File: config.mk
export PLATFORM = sky130hd
export DESIGN_NAME = dio_mapper
export DESIGN_NICKNAME = d
export VERILOG_FILES = /design/src/hw/dio_pkg.sv /design/src/hw/dio_mapper.sv
export SDC_FILE = /design/constraint.sdc
export NUM_CORES = 1
export LEC_CHECK = 0
export BUFFER_PORTS_ARGS = -buffer_cell sky130_fd_sc_hd__buf_2
export CORE_MARGIN = 2
export CORE_UTILIZATION = 50
export CTS_BUF_LIST = sky130_fd_sc_hd__clkbuf_8 sky130_fd_sc_hd__clkbuf_16
export DETAILED_ROUTE_END_ITERATION = 10
export PLACE_DENSITY = 0.73
export SYNTH_ARGS = -nofsm -noshare
export SYNTH_HDL_FRONTEND = slang
export SYNTH_SLANG_ARGS = --single-unit
File: constraint.sdc
create_clock -name MCLK -period 3.2 [get_ports MCLK]
set_input_delay 0.64 -clock MCLK [delete_from_list [all_inputs] [get_ports MCLK]]
set_output_delay 0.64 -clock MCLK [all_outputs]
set_load 0.005 [all_outputs]
File: src/hw/dio_pkg.sv
// package of constants and types for the drive input/output function mapper
package dio_pkg;
   localparam int          NUM_IN         = 7;
   localparam int          NUM_OUT        = 6;
   // register byte offsets
   localparam logic [11:0] OFS_IN_SEL0    = 12'h000; // inputs 0..6 at +4 each
   localparam logic [11:0] OFS_FILTER     = 12'h020;
   localparam logic [11:0] OFS_OUT_SEL0   = 12'h024; // relay0, relay1, oc0..oc3
   localparam logic [11:0] OFS_RUN_MODE   = 12'h040;
   localparam logic [11:0] OFS_CMD_STAT   = 12'h044; // read-only decoded commands
   localparam logic [11:0] OFS_IN_STAT    = 12'h048; // read-only filtered inputs
   // reset values
   localparam logic [7:0]  RST_IN_SEL0    = 8'h03;
   localparam logic [7:0]  RST_IN_SEL1    = 8'h04;
   localparam logic [7:0]  RST_IN_SEL2    = 8'h05;
   localparam logic [7:0]  RST_IN_SEL3    = 8'h00;
   localparam logic [7:0]  RST_IN_SEL4    = 8'h76;
   localparam logic [7:0]  RST_IN_SEL5    = 8'h00;
   localparam logic [7:0]  RST_IN_SEL6    = 8'h07;
   localparam logic [7:0]  RST_FILTER     = 8'h04;
   localparam logic [7:0]  RST_OUT_SEL0   = 8'h02;
   localparam logic [7:0]  RST_OUT_SEL1   = 8'h1F;
   localparam logic [7:0]  RST_OUT_SELOC  = 8'h00;
   localparam logic [1:0]  RST_RUN_MODE   = 2'h0;
   localparam logic [7:0]  FILTER_MAX     = 8'h0A;
   localparam logic [7:0]  INVERT_OFS     = 8'h64; // 100 added inverts the sense
   localparam logic [1:0]  MODE_NORMAL    = 2'h1;
   localparam logic [1:0]  MODE_LIFT      = 2'h3;
   // input function codes
   localparam logic [7:0]  FI_RAMP0 = 8'h01;
   localparam logic [7:0]  FI_RAMP1 = 8'h02;
   localparam logic [7:0]  FI_SPD0  = 8'h03;
   localparam logic [7:0]  FI_SPD1  = 8'h04;
   localparam logic [7:0]  FI_SPD2  = 8'h05;
   localparam logic [7:0]  FI_FWD   = 8'h07;
   localparam logic [7:0]  FI_REV   = 8'h08;
   localparam logic [7:0]  FI_3WIRE = 8'h09;
   localparam logic [7:0]  FI_RST   = 8'h0D;
   localparam logic [7:0]  FI_EXTF  = 8'h0E;
   localparam logic [7:0]  FI_BLOCK = 8'h12;
   localparam logic [7:0]  FI_ESTOP = 8'h1D;
   localparam logic [7:0]  FI_LRISE = 8'h1E;
   localparam logic [7:0]  FI_LFALL = 8'h1F;
   localparam logic [7:0]  FI_BRAKE = 8'h20;
   // output function codes
   localparam logic [7:0]  FO_READY = 8'h01;
   localparam logic [7:0]  FO_FAULT = 8'h02;
   localparam logic [7:0]  FO_RUN   = 8'h03;
   localparam logic [7:0]  FO_ZERO  = 8'h06;
   localparam logic [7:0]  FO_BUSOK = 8'h07;
   localparam logic [7:0]  FO_REGEN = 8'h10;
   localparam logic [7:0]  FO_ANTI  = 8'h1D;
   localparam logic [7:0]  FO_LBRK  = 8'h1E;
   localparam logic [7:0]  FO_NBRK  = 8'h1F;

   // decoded drive commands
   typedef struct packed {
      logic [1:0] ramp_sel;
      logic [2:0] speed_sel;
      logic       run_fwd;
      logic       run_rev;
      logic       three_wire;
      logic       fault_reset;
      logic       ext_fault;
      logic       out_block;
      logic       emerg_stop;
      logic       lift_rise;
      logic       lift_fall;
      logic       brake_fb;
   } dio_cmd_t;

   // drive status feeding the outputs
   typedef struct packed {
      logic self_test_ok;
      logic fault;
      logic fault_stop;
      logic running;
      logic zero_power;
      logic bus_ok;
      logic regen;
      logic dir_cmd;
      logic lift_brake_rel;
      logic norm_brake_rel;
   } dio_stat_t;
endpackage : dio_pkg

File: src/hw/dio_mapper.sv
// drive digital input/output function mapper with apb registers
`timescale 1ns/100ps
module dio_mapper
   import dio_pkg::*;
(
   input  wire logic              MCLK,
   input  wire logic              RST_N,
   input  wire logic [11:0]       PADDR,
   input  wire logic              PSEL,
   input  wire logic              PENABLE,
   input  wire logic              PWRITE,
   input  wire logic [31:0]       PWDATA,
   output logic      [31:0]       PRDATA,
   output logic                   PREADY,
   output logic                   PSLVERR,
   input  wire logic [NUM_IN-1:0] DIGITAL_INPUT,
   input  wire dio_stat_t         DRIVE_STAT,
   output dio_cmd_t               DRIVE_CMD,
   output logic [1:0]             RELAY_OUT,
   output logic [3:0]             OC_OUT_O,
   output logic [3:0]             OC_OUT_OE
);

   typedef struct packed {
      logic [NUM_IN-1:0][7:0]  in_sel;
      logic [7:0]              filter;
      logic [NUM_OUT-1:0][7:0] out_sel;
      logic [1:0]              run_mode;
      logic [NUM_IN-1:0][3:0]  flt_cnt;
      logic [NUM_IN-1:0]       in_lvl;
      dio_cmd_t                cmd;
      logic [NUM_OUT-1:0]      out_act;
      logic [31:0]             rdata;
   } dio_state_t;

   dio_state_t st_ff;
   dio_state_t nxt_st;

   // register index of a mapped word, or 5'h1F when unmapped
   function automatic logic [4:0] reg_index(input logic [11:0] a);
      logic [4:0] r;
      r = 5'h1F;
      if (a[1:0] == 2'h0 && a <= OFS_IN_STAT)
         r = a[6:2];
      if (a == 12'h01C || (a > 12'h038 && a < OFS_RUN_MODE))
         r = 5'h1F;
      return r;
   endfunction : reg_index

   // strips the inverting offset and tells the sense
   function automatic logic [8:0] split_code(input logic [7:0] c);
      logic [8:0] r;
      r = {1'b0, c};
      if (c >= INVERT_OFS)
         r = {1'b1, c - INVERT_OFS};
      return r;
   endfunction : split_code

   // output level for one function code against drive status
   function automatic logic out_func(input logic [7:0] c, input dio_stat_t s,
                                     input logic [1:0] m);
      logic [8:0] sc;
      logic       v;
      sc = split_code(c);
      v  = 1'b0;
      unique case (sc[7:0])
         FO_READY: v = s.self_test_ok & ~s.fault;
         FO_FAULT: v = s.fault_stop;
         FO_RUN:   v = s.running;
         FO_ZERO:  v = s.running & s.zero_power;
         FO_BUSOK: v = s.bus_ok;
         FO_REGEN: v = s.regen;
         FO_ANTI:  v = s.dir_cmd;
         FO_LBRK:  v = s.lift_brake_rel & (m == MODE_LIFT);
         FO_NBRK:  v = s.norm_brake_rel & (m == MODE_NORMAL);
         default:  v = 1'b0;
      endcase
      if (sc[7:0] == 8'h00)
         return 1'b0;
      return v ^ sc[8];
   endfunction : out_func

   logic       acc_phase;
   logic [4:0] ridx;
   assign acc_phase = PSEL & PENABLE;
   assign ridx      = reg_index(PADDR);

   // next state: bus writes, input filter, command decode, output map
   always_comb begin
      logic [8:0]  sc;
      logic        act;
      logic [31:0] rd;
      sc     = 9'h000;
      act    = 1'b0;
      rd     = 32'h0000_0000;
      nxt_st = st_ff;
      // register writes on the access edge
      if (acc_phase && PWRITE && ridx != 5'h1F) begin
         if (ridx < 5'h07)
            nxt_st.in_sel[ridx[2:0]] = PWDATA[7:0];
         else if (ridx == 5'h08)
            nxt_st.filter = (PWDATA[7:0] > FILTER_MAX) ? FILTER_MAX : PWDATA[7:0];
         else if (ridx >= 5'h09 && ridx <= 5'h0E)
            nxt_st.out_sel[3'(ridx - 5'h09)] = PWDATA[7:0];
         else if (ridx == 5'h10)
            nxt_st.run_mode = PWDATA[1:0];
      end
      // per input: level held until stable for the filter count
      for (int i = 0; i < NUM_IN; i++) begin
         if (DIGITAL_INPUT[i] == st_ff.in_lvl[i])
            nxt_st.flt_cnt[i] = 4'h0;
         else if ({4'h0, st_ff.flt_cnt[i]} >= st_ff.filter) begin
            nxt_st.in_lvl[i]  = DIGITAL_INPUT[i];
            nxt_st.flt_cnt[i] = 4'h0;
         end else
            nxt_st.flt_cnt[i] = st_ff.flt_cnt[i] + 4'h1;
      end
      // command decode from filtered levels
      nxt_st.cmd = '0;
      for (int i = 0; i < NUM_IN; i++) begin
         sc  = split_code(st_ff.in_sel[i]);
         act = st_ff.in_lvl[i] ^ sc[8];
         unique case (sc[7:0])
            FI_RAMP0: nxt_st.cmd.ramp_sel[0]  |= act;
            FI_RAMP1: nxt_st.cmd.ramp_sel[1]  |= act;
            FI_SPD0:  nxt_st.cmd.speed_sel[0] |= act;
            FI_SPD1:  nxt_st.cmd.speed_sel[1] |= act;
            FI_SPD2:  nxt_st.cmd.speed_sel[2] |= act;
            FI_FWD:   nxt_st.cmd.run_fwd      |= act;
            FI_REV:   nxt_st.cmd.run_rev      |= act;
            FI_3WIRE: nxt_st.cmd.three_wire   |= act;
            FI_RST:   nxt_st.cmd.fault_reset  |= act;
            FI_EXTF:  nxt_st.cmd.ext_fault    |= act;
            FI_BLOCK: nxt_st.cmd.out_block    |= act;
            FI_ESTOP: nxt_st.cmd.emerg_stop   |= act;
            FI_LRISE: nxt_st.cmd.lift_rise |= act & (st_ff.run_mode == MODE_LIFT);
            FI_LFALL: nxt_st.cmd.lift_fall |= act & (st_ff.run_mode == MODE_LIFT);
            FI_BRAKE: nxt_st.cmd.brake_fb     |= act;
            default:  ;
         endcase
      end
      // output functions
      for (int j = 0; j < NUM_OUT; j++)
         nxt_st.out_act[j] = out_func(st_ff.out_sel[j], DRIVE_STAT, st_ff.run_mode);
      // read data captured at the setup cycle, valid in the access phase
      unique case (ridx)
         5'h00, 5'h01, 5'h02, 5'h03, 5'h04, 5'h05, 5'h06:
                 rd = {24'h0, st_ff.in_sel[ridx[2:0]]};
         5'h08:  rd = {24'h0, st_ff.filter};
         5'h09, 5'h0A, 5'h0B, 5'h0C, 5'h0D, 5'h0E:
                 rd = {24'h0, st_ff.out_sel[3'(ridx - 5'h09)]};
         5'h10:  rd = {30'h0, st_ff.run_mode};
         5'h11:  rd = {17'h0, st_ff.cmd};
         5'h12:  rd = {25'h0, st_ff.in_lvl};
         default: rd = 32'h0000_0000;
      endcase
      if (PSEL && !PENABLE)
         nxt_st.rdata = rd;
   end

   // state register with synchronous reset
   always_ff @(posedge MCLK) begin
      if (!RST_N) begin
         st_ff          <= '0;
         st_ff.in_sel   <= {RST_IN_SEL6, RST_IN_SEL5, RST_IN_SEL4, RST_IN_SEL3,
                            RST_IN_SEL2, RST_IN_SEL1, RST_IN_SEL0};
         st_ff.filter   <= RST_FILTER;
         st_ff.out_sel  <= {RST_OUT_SELOC, RST_OUT_SELOC, RST_OUT_SELOC, RST_OUT_SELOC,
                            RST_OUT_SEL1, RST_OUT_SEL0};
         st_ff.run_mode <= RST_RUN_MODE;
      end else begin
         st_ff <= nxt_st;
      end
   end

   // bus answer: zero wait states, error on unmapped
   assign PREADY  = 1'b1;
   assign PSLVERR = acc_phase & (ridx == 5'h1F);
   assign PRDATA  = st_ff.rdata;
   assign DRIVE_CMD = st_ff.cmd;

   // pins: relays close and collectors pull low when asserted
   assign RELAY_OUT = st_ff.out_act[1:0];
   assign OC_OUT_O  = 4'h0;
   assign OC_OUT_OE = st_ff.out_act[5:2];
endmodule : dio_mapper

==> qor.yml, run 1 <==
status: "finished, final reports clean"
grtUsageTotal_pct: 31.71
vdd_drop_max_mv: 0.2645
synthMuxAreaShare_pct: 6.824
multi_input_area_mm2: 0.009600
pwr-share-comb_pct: 6.2
grt_first_pass_wirelength_mm: 76.06
port_buffers: 78
vias_per_cell: 6.476
synth-seq-cells: 185
synth_top_family_by_area: "simple AND/OR/NAND/NOR gates"
place_ws_ns: 0.1972
worst_slack_ns: 0.1312
mostFrequentLayoutCell: "nor2_1"
crit_path_start: "st_ff[180]$_SDFFE_PN1P_"
synth.distinct_cells: 100
leakage_nw: 6.379
yosysWarnings: 0
yosys_most_used_dff: "dfxtp_1"
met3_length_mm: 4.195
cts_tree: "built"
clk_pin_slew_ns: 0.07
drtIter0Drc: 1767
ios: 125
gp_congestion: 1.042
synth_edf_count: 0
p_int_mw: 3.660
num-fill-cells: 2771
clkPwrFrac_pct: 46.2
wl_met2_mm: 22.33
timing.rr.end: "DRIVE_CMD[11]$_SDFF_PN0_"
synth-compound-area-share_pct: 23.03
yosys.area_share.simple_pct: 27.99
layout_common_cells: "nor2_1 (201), dfxtp_1 (185), nand2_1 (159), a21oi_1 (116), nand3_1 (99)"
clockBufferDepth: 2
start_util_pct: 50.72
required_ns: 3.51
cts_sinks: 185
cts.root.buffer_cell: "clkbuf_16"
synth_xor_area_share_pct: 2.166
antenna_left: 0
crit_fanout: 8
arrival_ns: 3.38
synth_area_leader_cell: "dfxtp_1"
antenna_found_initial: 0
switching_share_pct: 24.90
drt_wl_total_mm: 49.47
worst_pin_slew_ns: 0.7179
synth-async-reset-ratio_pct: 0
fin_cells: 2329
drc: 0
coreArea_mm2: 0.02870
hold_class: "in -> reg"
synth_adder_area_share_pct: 5.243
drtPass1Iterations: 7
fmax_ghz: 0.3259
clkLatencyLatePin_ns: 0.45
vias: 15080
hpwlAfterDp_mm: 36.19
end_kind: "register"
dp_cells: 2297
critical_path_class: "reg -> reg"
rr_startpoint: "st_ff[180]$_SDFFE_PN1P_"
fin_crit_ns: 3.069
nNetsFinal: 2059
maxSlewViolCount: 0
yosysSeqAreaShare_pct: 25.44
die_x_um: 174.6
n_antenna_cell: 0
rsz0062_at_grt: "false"
total_power_mw: 4.873
grt_max_degree: 39
syn_area_per_cell_um2: 7.523
fin_setup_tns_ns: 0
synthTopCellsByArea: "dfxtp_1 (25%), mux2i_1 (5.6%), ha_1 (5.2%), nor2_1 (5.2%), nand2_1 (4.1%)"
pwr-share-seq_pct: 47.7
dieArea_mm2: 0.03050
wire_per_inst_um: 21.24
synth_top_area_share_pct: 25.44
hold_buffers: 0
whs_endpoint: "st_ff[57]$_SDFFE_PN0P_"
dr.max_layer_used: "met4"
setup_violations: 0
worstHoldStart: "DIGITAL_INPUT[4]"
r2r_cells: 9
cts_max_level: 4
max_slew_margin_pct: 51.52
hold_ws_ns: 0.4481
die_y_um: 174.6
layout-area-overhead-vs-synth_pct: 7.735
maxCapViolCount: 0
m1WireLength_mm: 19.96
clock_skew_ns: 0.01114
synth_cells: 1935
layout-drive-gt1-share_pct: 13.57
grt_pass1_vias: 13560
power_switching_mw: 1.214
final-hold-violation-count: 0
synthesis.area_mm2: 0.01456
fin_crit_sh_pct: 95.90
r2r_slack_ns: 0.13
std_cell_rows: 62
register_area_mm2: 0.003704
cp-start-kind: "register"
p_per_area_mw_per_mm2: 310.7
numCtsBuffers: 17
overflow: 0
hold_path_depth: 3
-- metal layers --
metal / track usage [%] / up-vias
li1: - / 6968
met1: 40.08 / 7107
met2: 50.50 / 814
met3: 5.940 / 194
met4: 18.75 / 0
met5: 0 / -
-- how the worst max path moves through the flow --
stage,to,slack (ns),cells after the start
after floorplan,DRIVE_CMD[7]$_SDFF_PN0_,0.59,9
after global placement,PRDATA[1]$_SDFFE_PN0P_,0.16,10
after detailed placement,PRDATA[1]$_SDFFE_PN0P_,0.20,10
after CTS,DRIVE_CMD[0]$_SDFF_PN0_,0.19,8
after global routing,DRIVE_CMD[0]$_SDFF_PN0_,0.02,9
final,DRIVE_CMD[11]$_SDFF_PN0_,0.13,9
-- metrics by stage --
| stage | utilization [%] | area (µm²) |
|---|---|---|
| floorplan | - | 14630 |
| detailed placement | 52.50 | 15070 |
| finish | 54.64 | 15680 |
| global placement | 52.50 | 15070 |
| global route | 54.64 | 15680 |
| CTS | 54.62 | 15680 |
-- timing repair --
item | CTS | global route
gates resized for setup | 0 | 1
setup endpoints to repair | 0 | 1
setup buffers | 0 | 0
-- cell families (layout without fill, tap and decap cells) --
logic type | count (synthesis) | in the layout
and+or+nand+nor | 790 | 790
adders and majority gates | 61 | 61
buffers and inverters | 274 | 264
AOI/OAI and AO/OA | 492 | 492
other | 2 | 22
xor gates and xnor gates | 36 | 36
muxes | 95 | 95
DFF | 185 | 185
-- power by group through the flow --
stage / registers (mW) / logic, mW / clock network (mW)
finish: 2.32 / 0.300 / 2.25
CTS: 2.32 / 0.290 / 2.26
floorplan: 2.37 / 0.193 / 0
global placement: 2.38 / 0.283 / 0
detailed placement: 2.38 / 0.288 / 0
global route: 2.32 / 0.320 / 2.36
-- area by class of cell --
| class | count | area share (%) |
|---|---|---|
| Multi-Input combinational cell | 1496 | 61.21 |
| Sequential cell | 185 | 23.61 |
| Timing Repair Buffer | 157 | 6.430 |
| Tap cell | 384 | 3.063 |
| Clock buffer | 18 | 2.800 |
| Inverter | 75 | 1.803 |
| Clock inverter | 14 | 1.077 |
-- cell usage after synthesis, types with 24 or more instances --
cell      number
ha_1          61
nor2_1       201
clkbuf_1     104
nor3b_1       25
nor3_1        71
a211oi_1      24
nor4_1        25
buf_4         60
mux2i_1       81
inv_1         75
dfxtp_1      185
a31oi_1       41
o21ai_0       78
nand2_1      159
a21oi_1      116
nand2b_1      40
nand3_1       99
xnor2_1       29
-- sequential cells by signal, indices dropped and copies added, names as in the netlist --
name	flops
st_ff	149
DRIVE_CMD	15
PRDATA	15
RELAY_OUT	2
OC_OUT_OE	4
-- worst max-delay path, stage by stage (launching register included) --
cell	delay, ns
dfxtp_1	0.39
inv_1	0.14
ha_1	0.25
nor2b_1	0.32
a21oi_2	0.16
nor2_2	0.22
mux2i_2	0.55
nor4b_1	0.11
nor4_1	0.60
a31oi_1	0.18
Power figures use the tool's default switching activity.
==> inputs of run 2 (changes only) <==
--- a/config.mk
+++ b/config.mk
@@ -5,12 +5,12 @@
 export SDC_FILE = /design/constraint.sdc
 export NUM_CORES = 1
 export LEC_CHECK = 0
-export BUFFER_PORTS_ARGS = -buffer_cell sky130_fd_sc_hd__buf_2
 export CORE_MARGIN = 2
 export CORE_UTILIZATION = 50
 export CTS_BUF_LIST = sky130_fd_sc_hd__clkbuf_8 sky130_fd_sc_hd__clkbuf_16
 export DETAILED_ROUTE_END_ITERATION = 10
-export PLACE_DENSITY = 0.73
+export DONT_BUFFER_PORTS = 1
+export PLACE_DENSITY = 0.69
 export SYNTH_ARGS = -nofsm -noshare
 export SYNTH_HDL_FRONTEND = slang
 export SYNTH_SLANG_ARGS = --single-unit
==> qor.yml, run 2 (same netlist as run 1, synthesis figures left out) <==
grt_first_pass_wirelength_mm: 75.82  # -0.31%
critical_path_class: "reg -> reg"
cp_slowest_cell: "or3_2"
n_antenna_cell: 0  # unchanged
drc: 0  # unchanged
arrival_ns: 3.36  # -0.02 ns
vias: 14540  # -3.6%
total_power_mw: 4.626  # -5.1%
fin_crit_ns: 3.104  # +0.03547 ns
antenna_left: 0  # unchanged
cts_setup_buffers: 0  # unchanged
end_kind: "register"
clk_pin_slew_ns: 0.07  # about the same
worst_pin_slew_ns: 0.6921  # -0.02573 ns
cp-start-kind: "register"
path_cells: "inv_1 > ha_1 > nor2b_1 > a211oi_1 > or3_2 > nor3b_1 > and4b_1 > nor4_1 > a41oi_1"
layout-area-overhead-vs-synth_pct: 4.555
pwr-share-comb_pct: 3.7  # -2.5 points
status: "finished, final reports clean"
switching_share_pct: 25.96  # +1.1 points
crit_fanout: 6  # -2
clock_skew_ns: 0.009470  # -0.001668 ns
cts_tree: "built"
die_y_um: 174.6  # unchanged
pwr-share-seq_pct: 50.2  # +2.5 points
registers.top_by_ff_count: "st_ff"
max_slew_margin_pct: 53.79  # +2.3 points
required_ns: 3.46  # -0.05 ns
antenna_found_initial: 1  # +1
dieArea_mm2: 0.03050  # unchanged
start_util_pct: 50.72  # unchanged
nNetsFinal: 1972  # -4.2%
fin_setup_tns_ns: 0  # unchanged
ios: 125  # unchanged
p_per_area_mw_per_mm2: 303.9  # -2.2%
power_switching_mw: 1.201  # -1.1%
grtUsageTotal_pct: 31.69  # about the same
wire_per_inst_um: 21.92  # +3.2%
grt_max_degree: 66  # +69%
cts_max_level: 4  # unchanged
vdd_drop_max_mv: 0.2992  # +13%
layout-drive-gt1-share_pct: 9.634  # -3.9 points
mostFrequentLayoutCell: "nor2_1"
drt_wl_total_mm: 49.15  # -0.65%
die_x_um: 174.6  # unchanged
setup_violations: 0  # unchanged
clockBufferDepth: 2  # unchanged
cts_sinks: 185  # unchanged
num-fill-cells: 2734  # -1.3%
crit_family: "simple AND/OR/NAND/NOR gates"
hold_class: "in -> reg"
clkPwrFrac_pct: 46.1  # about the same
drtPass1Iterations: 7  # unchanged
fmax_ghz: 0.3221  # -1.1%
cp.buffers_inverters: 1  # unchanged
maxCapViolCount: 0  # unchanged
port_buffers: 0  # -100%
layout_common_cells: "nor2_1 (201), dfxtp_1 (185), nand2_1 (159), a21oi_1 (116), nand3_1 (99)"
coreArea_mm2: 0.02870  # unchanged
clkLatencyLatePin_ns: 0.45  # about the same
vias_per_cell: 6.485  # +0.14%
register_area_mm2: 0.003704  # unchanged
cts.root.buffer_cell: "clkbuf_16"
grt_pass1_vias: 13440  # -0.95%
overflow: 0  # unchanged
hpwlAfterDp_mm: 36.25  # +0.15%
p_int_mw: 3.425  # -6.4%
rsz0062_at_grt: "false"
drtIter0Drc: 1428  # -19%
gp_congestion: 1.035  # -0.67%
largest_reg_flops: 149  # unchanged
max_stage_delay_ns: 0.54  # -0.06 ns
final-hold-violation-count: 0  # unchanged
numCtsBuffers: 17  # unchanged
std_cell_rows: 62  # unchanged
maxSlewViolCount: 0  # unchanged
multi_input_area_mm2: 0.009607  # about the same
leakage_nw: 5.968  # -6.4%
fin_crit_sh_pct: 97.01  # +1.1 points
-- run 2: what timing repair did --
action	4_1_cts	5_1_grt
hold buffers	0	0
setup endpoints to repair	0	1
resized for setup	0	1
-- run 2: cell type report --
| type | count | share of cell area [%] |
|---|---|---|
| Inverter | 75 | 1.866 |
| Timing Repair Buffer | 70 | 3.699 |
| Multi-Input combinational cell | 1496 | 63.12 |
| Sequential cell | 185 | 24.33 |
| Clock buffer | 17 | 2.795 |
| Clock inverter | 15 | 1.036 |
| Tap cell | 384 | 3.157 |
-- run 2: final timing paths --
check / start / endpoint / slack [ns] / cells after the start
max: st_ff[164]$_SDFFE_PN1P_ / DRIVE_CMD[0]$_SDFF_PN0_ / 0.1 / 9
min reg2reg: st_ff[84]$_SDFF_PP0_ / st_ff[84]$_SDFF_PP0_ / 0.47 / 1
max reg2reg: st_ff[164]$_SDFFE_PN1P_ / DRIVE_CMD[0]$_SDFF_PN0_ / 0.1 / 9
min: RST_N / st_ff[183]$_SDFFE_PN1P_ / 0.26 / 1
-- run 2: metrics by stage --
stage / setup WS [ns] / instances / hold WS (ns) / utilization [%] / cell area [µm²]
after global routing: 0.02045 / 2242 / 0.2449 / 53.03 / 15220
after detailed placement: 0.2353 / 2210 / 0.4532 / 50.99 / 14640
after global placement: 0.2670 / 2210 / 0.4455 / 50.99 / 14640
after floorplan: 0.5862 / 1955 / 0.4263 / - / 14630
final: 0.09572 / 2242 / 0.2591 / 53.03 / 15220
after CTS: 0.2114 / 2242 / 0.2478 / 53.03 / 15220
-- run 2: metal layers --
metal  routed length [µm]  vias up  GRT usage [%]
met1                20300     6892          41.13
met4                 2701        2          17.53
li1                     -     6808              -
met5                   11        -              0
met3                 3882      150          4.547
met2                22260      688          50.81
-- run 2: worst register-to-register path: stages, from the launching register on --
cell,delay (ns)
dfxtp_1,0.37
inv_1,0.14
ha_1,0.28
nor2b_1,0.30
a211oi_1,0.12
or3_2,0.54
nor3b_1,0.21
and4b_1,0.24
nor4_1,0.42
a41oi_1,0.29
-- run 2: power by group through the flow --
stage / clock, mW / sequential (mW) / combinational, mW
floorplan: 0 / 2.37 / 0.193
global placement: 0 / 2.38 / 0.164
detailed placement: 0 / 2.38 / 0.167
CTS: 2.14 / 2.32 / 0.168
global route: 2.22 / 2.32 / 0.190
finish: 2.13 / 2.32 / 0.171
==> inputs of run 3 (changes only) <==
==> constraint.sdc (replaced) <==
create_clock -name MCLK -period 3.3 [get_ports MCLK]
set_input_delay 0.66 -clock MCLK [delete_from_list [all_inputs] [get_ports MCLK]]
set_output_delay 0.66 -clock MCLK [all_outputs]
set_load 0.005 [all_outputs]
==> qor.yml, run 3 (same netlist as run 1, synthesis figures left out) <==
maxCapViolCount: 0  # unchanged
cts-resized-gates: 0  # unchanged
fin_area_mm2: 0.01527  # +0.32%
max_stage_delay_ns: 0.67  # +0.13 ns
die_x_um: 174.6  # unchanged
clockBufferDepth: 2  # unchanged
cts_tree: "built"
ios: 125  # unchanged
end_kind: "register"
setup_violations: 0  # unchanged
drtIter0Drc: 1519  # +6.4%
met3_length_mm: 4.164  # +7.3%
vdd_drop_max_mv: 0.2127  # -29%
vias_per_cell: 6.461  # -0.38%
required_ns: 3.69  # +0.23 ns
largest_reg_flops: 149  # unchanged
cts_max_level: 4  # unchanged
drc: 0  # unchanged
std_cell_rows: 62  # unchanged
dieArea_mm2: 0.03050  # unchanged
cts.root.buffer_cell: "clkbuf_16"
numCtsBuffers: 17  # unchanged
pwr-share-comb_pct: 3.7  # about the same
wire_per_inst_um: 22.25  # +1.5%
crit_fanout: 10  # +4
hold_buffers: 0  # unchanged
layout_common_cells: "nor2_1 (201), dfxtp_1 (185), nand2_1 (159), a21oi_1 (116), nand3_1 (99)"
fin_crit_sh_pct: 96.43  # -0.58 points
mostFrequentLayoutCell: "nor2_1"
status: "finished, final reports clean"
start_util_pct: 50.72  # unchanged
nNetsFinal: 1979  # +0.35%
vias: 14530  # -0.069%
layout-drive-gt1-share_pct: 9.973  # +0.34 points
power_switching_mw: 1.177  # -1.9%
port_buffers: 0  # unchanged
hpwlAfterDp_mm: 36.88  # +1.7%
fin_crit_ns: 3.182  # +0.07788 ns
clkLatencyLatePin_ns: 0.46  # about the same
fin_util_pct: 53.20  # +0.17 points
grt_pass1_vias: 13470  # +0.28%
n_antenna_cell: 0  # unchanged
gp_congestion: 0.9974  # -3.6%
r2r_slack_ns: 0.12  # +0.02 ns
fin_cells: 2249  # +0.31%
registers.top_by_ff_count: "st_ff"
drtPass1Iterations: 6  # -1
grt_first_pass_wirelength_mm: 76.88  # +1.4%
layout-area-overhead-vs-synth_pct: 4.890
maxSlewViolCount: 0  # unchanged
dr.max_layer_used: "met4"
cts_sinks: 185  # unchanged
rsz0062_at_grt: "false"
fmax_ghz: 0.3143  # -2.4%
clock_skew_ns: 0.01368  # +0.004211 ns
leakage_nw: 5.999  # +0.51%
p_per_area_mw_per_mm2: 299.7  # -1.4%
final-hold-violation-count: 0  # unchanged
clk_pin_slew_ns: 0.08  # about the same
max_slew_margin_pct: 50.23  # -3.6 points
path_cells: "inv_1 > ha_1 > nand2b_1 > a21o_1 > a21oi_1 > buf_4 > or3_1 > a2111oi_0 > buf_4 > nor4_1 > a31oi_1"
p_int_mw: 3.399  # -0.76%
place_area_mm2: 0.01466  # +0.19%
grtUsageTotal_pct: 32.12  # +0.42 points
grt_max_degree: 55  # -17%
overflow: 0  # unchanged
switching_share_pct: 25.73  # -0.23 points
antenna_left: 0  # unchanged
dp_cells: 2217  # +0.32%
arrival_ns: 3.57  # +0.21 ns
worst_pin_slew_ns: 0.7372  # +0.04508 ns
m1WireLength_mm: 20.77  # +2.3%
pwr-share-seq_pct: 49.2  # -1.0 points
clkPwrFrac_pct: 47.1  # +1.0 points
critical_path_class: "reg -> reg"
hold_class: "in -> reg"
drt_wl_total_mm: 50.05  # +1.8%
antenna_found_initial: 0  # -1
coreArea_mm2: 0.02870  # unchanged
wl_met2_mm: 22.73  # +2.1%
cts_setup_buffers: 0  # unchanged
fin_setup_tns_ns: 0  # unchanged
crit_top_cell: "buf_4"
cp_slowest_cell: "a2111oi_0"
cp-start-kind: "register"
die_y_um: 174.6  # unchanged
run 3: stage by stage:
stage | power [mW] | hold WS [ns] | worst slack [ns]
after floorplan | 2.488 | 0.4263 | 0.6840
after global placement | 2.467 | 0.4446 | 0.2731
after detailed placement | 2.471 | 0.4500 | 0.2350
after CTS | 4.576 | 0.2640 | 0.2361
after global routing | 4.685 | 0.2699 | 0.01814
final | 4.577 | 0.2718 | 0.1178
run 3: power by group through the flow:
stage,combinational [mW],clock (mW),sequential [mW]
final,0.171,2.15,2.25
after global placement,0.163,0,2.30
after global routing,0.188,2.24,2.25
after floorplan,0.187,0,2.30
after detailed placement,0.167,0,2.30
after CTS,0.168,2.16,2.25
run 3: layout make-up:
cell class | instances | area (µm²)
Tap cell | 384 | 480.5
Timing Repair Buffer | 77 | 590.6
Fill cell | 2781 | 13430
Multi-Input combinational cell | 1496 | 9605
Clock inverter | 15 | 180.2
Clock buffer | 17 | 425.4
Sequential cell | 185 | 3704
Inverter | 75 | 284.0
run 3: metal layers:
metal,global-route usage (%),vias up
li1,-,6805
met1,41.79,6862
met2,52.00,707
met3,4.787,156
met4,16.11,0
met5,0,-
run 3: final timing paths:
| kind | start | endpoint | cells past startpoint |
|---|---|---|---|
| worst min-delay path | RST_N | st_ff[183]$_SDFFE_PN1P_ | 1 |
| worst max register to register | st_ff[149]$_SDFFE_PN0P_ | DRIVE_CMD[6]$_SDFF_PN0_ | 11 |
| worst min register to register | st_ff[76]$_SDFF_PP0_ | st_ff[76]$_SDFF_PP0_ | 1 |
| worst max-delay path | st_ff[149]$_SDFFE_PN0P_ | DRIVE_CMD[6]$_SDFF_PN0_ | 11 |
run 3: worst max-delay path: cells and delay by family (launching register included):
kind | cells | cell delay (ns)
AOI/OAI and AO/OA | 4 | 1.03
buffers and inverters | 3 | 0.66
and+or+nand+nor | 3 | 0.57
DFF | 1 | 0.55
adders and majority gates | 1 | 0.30
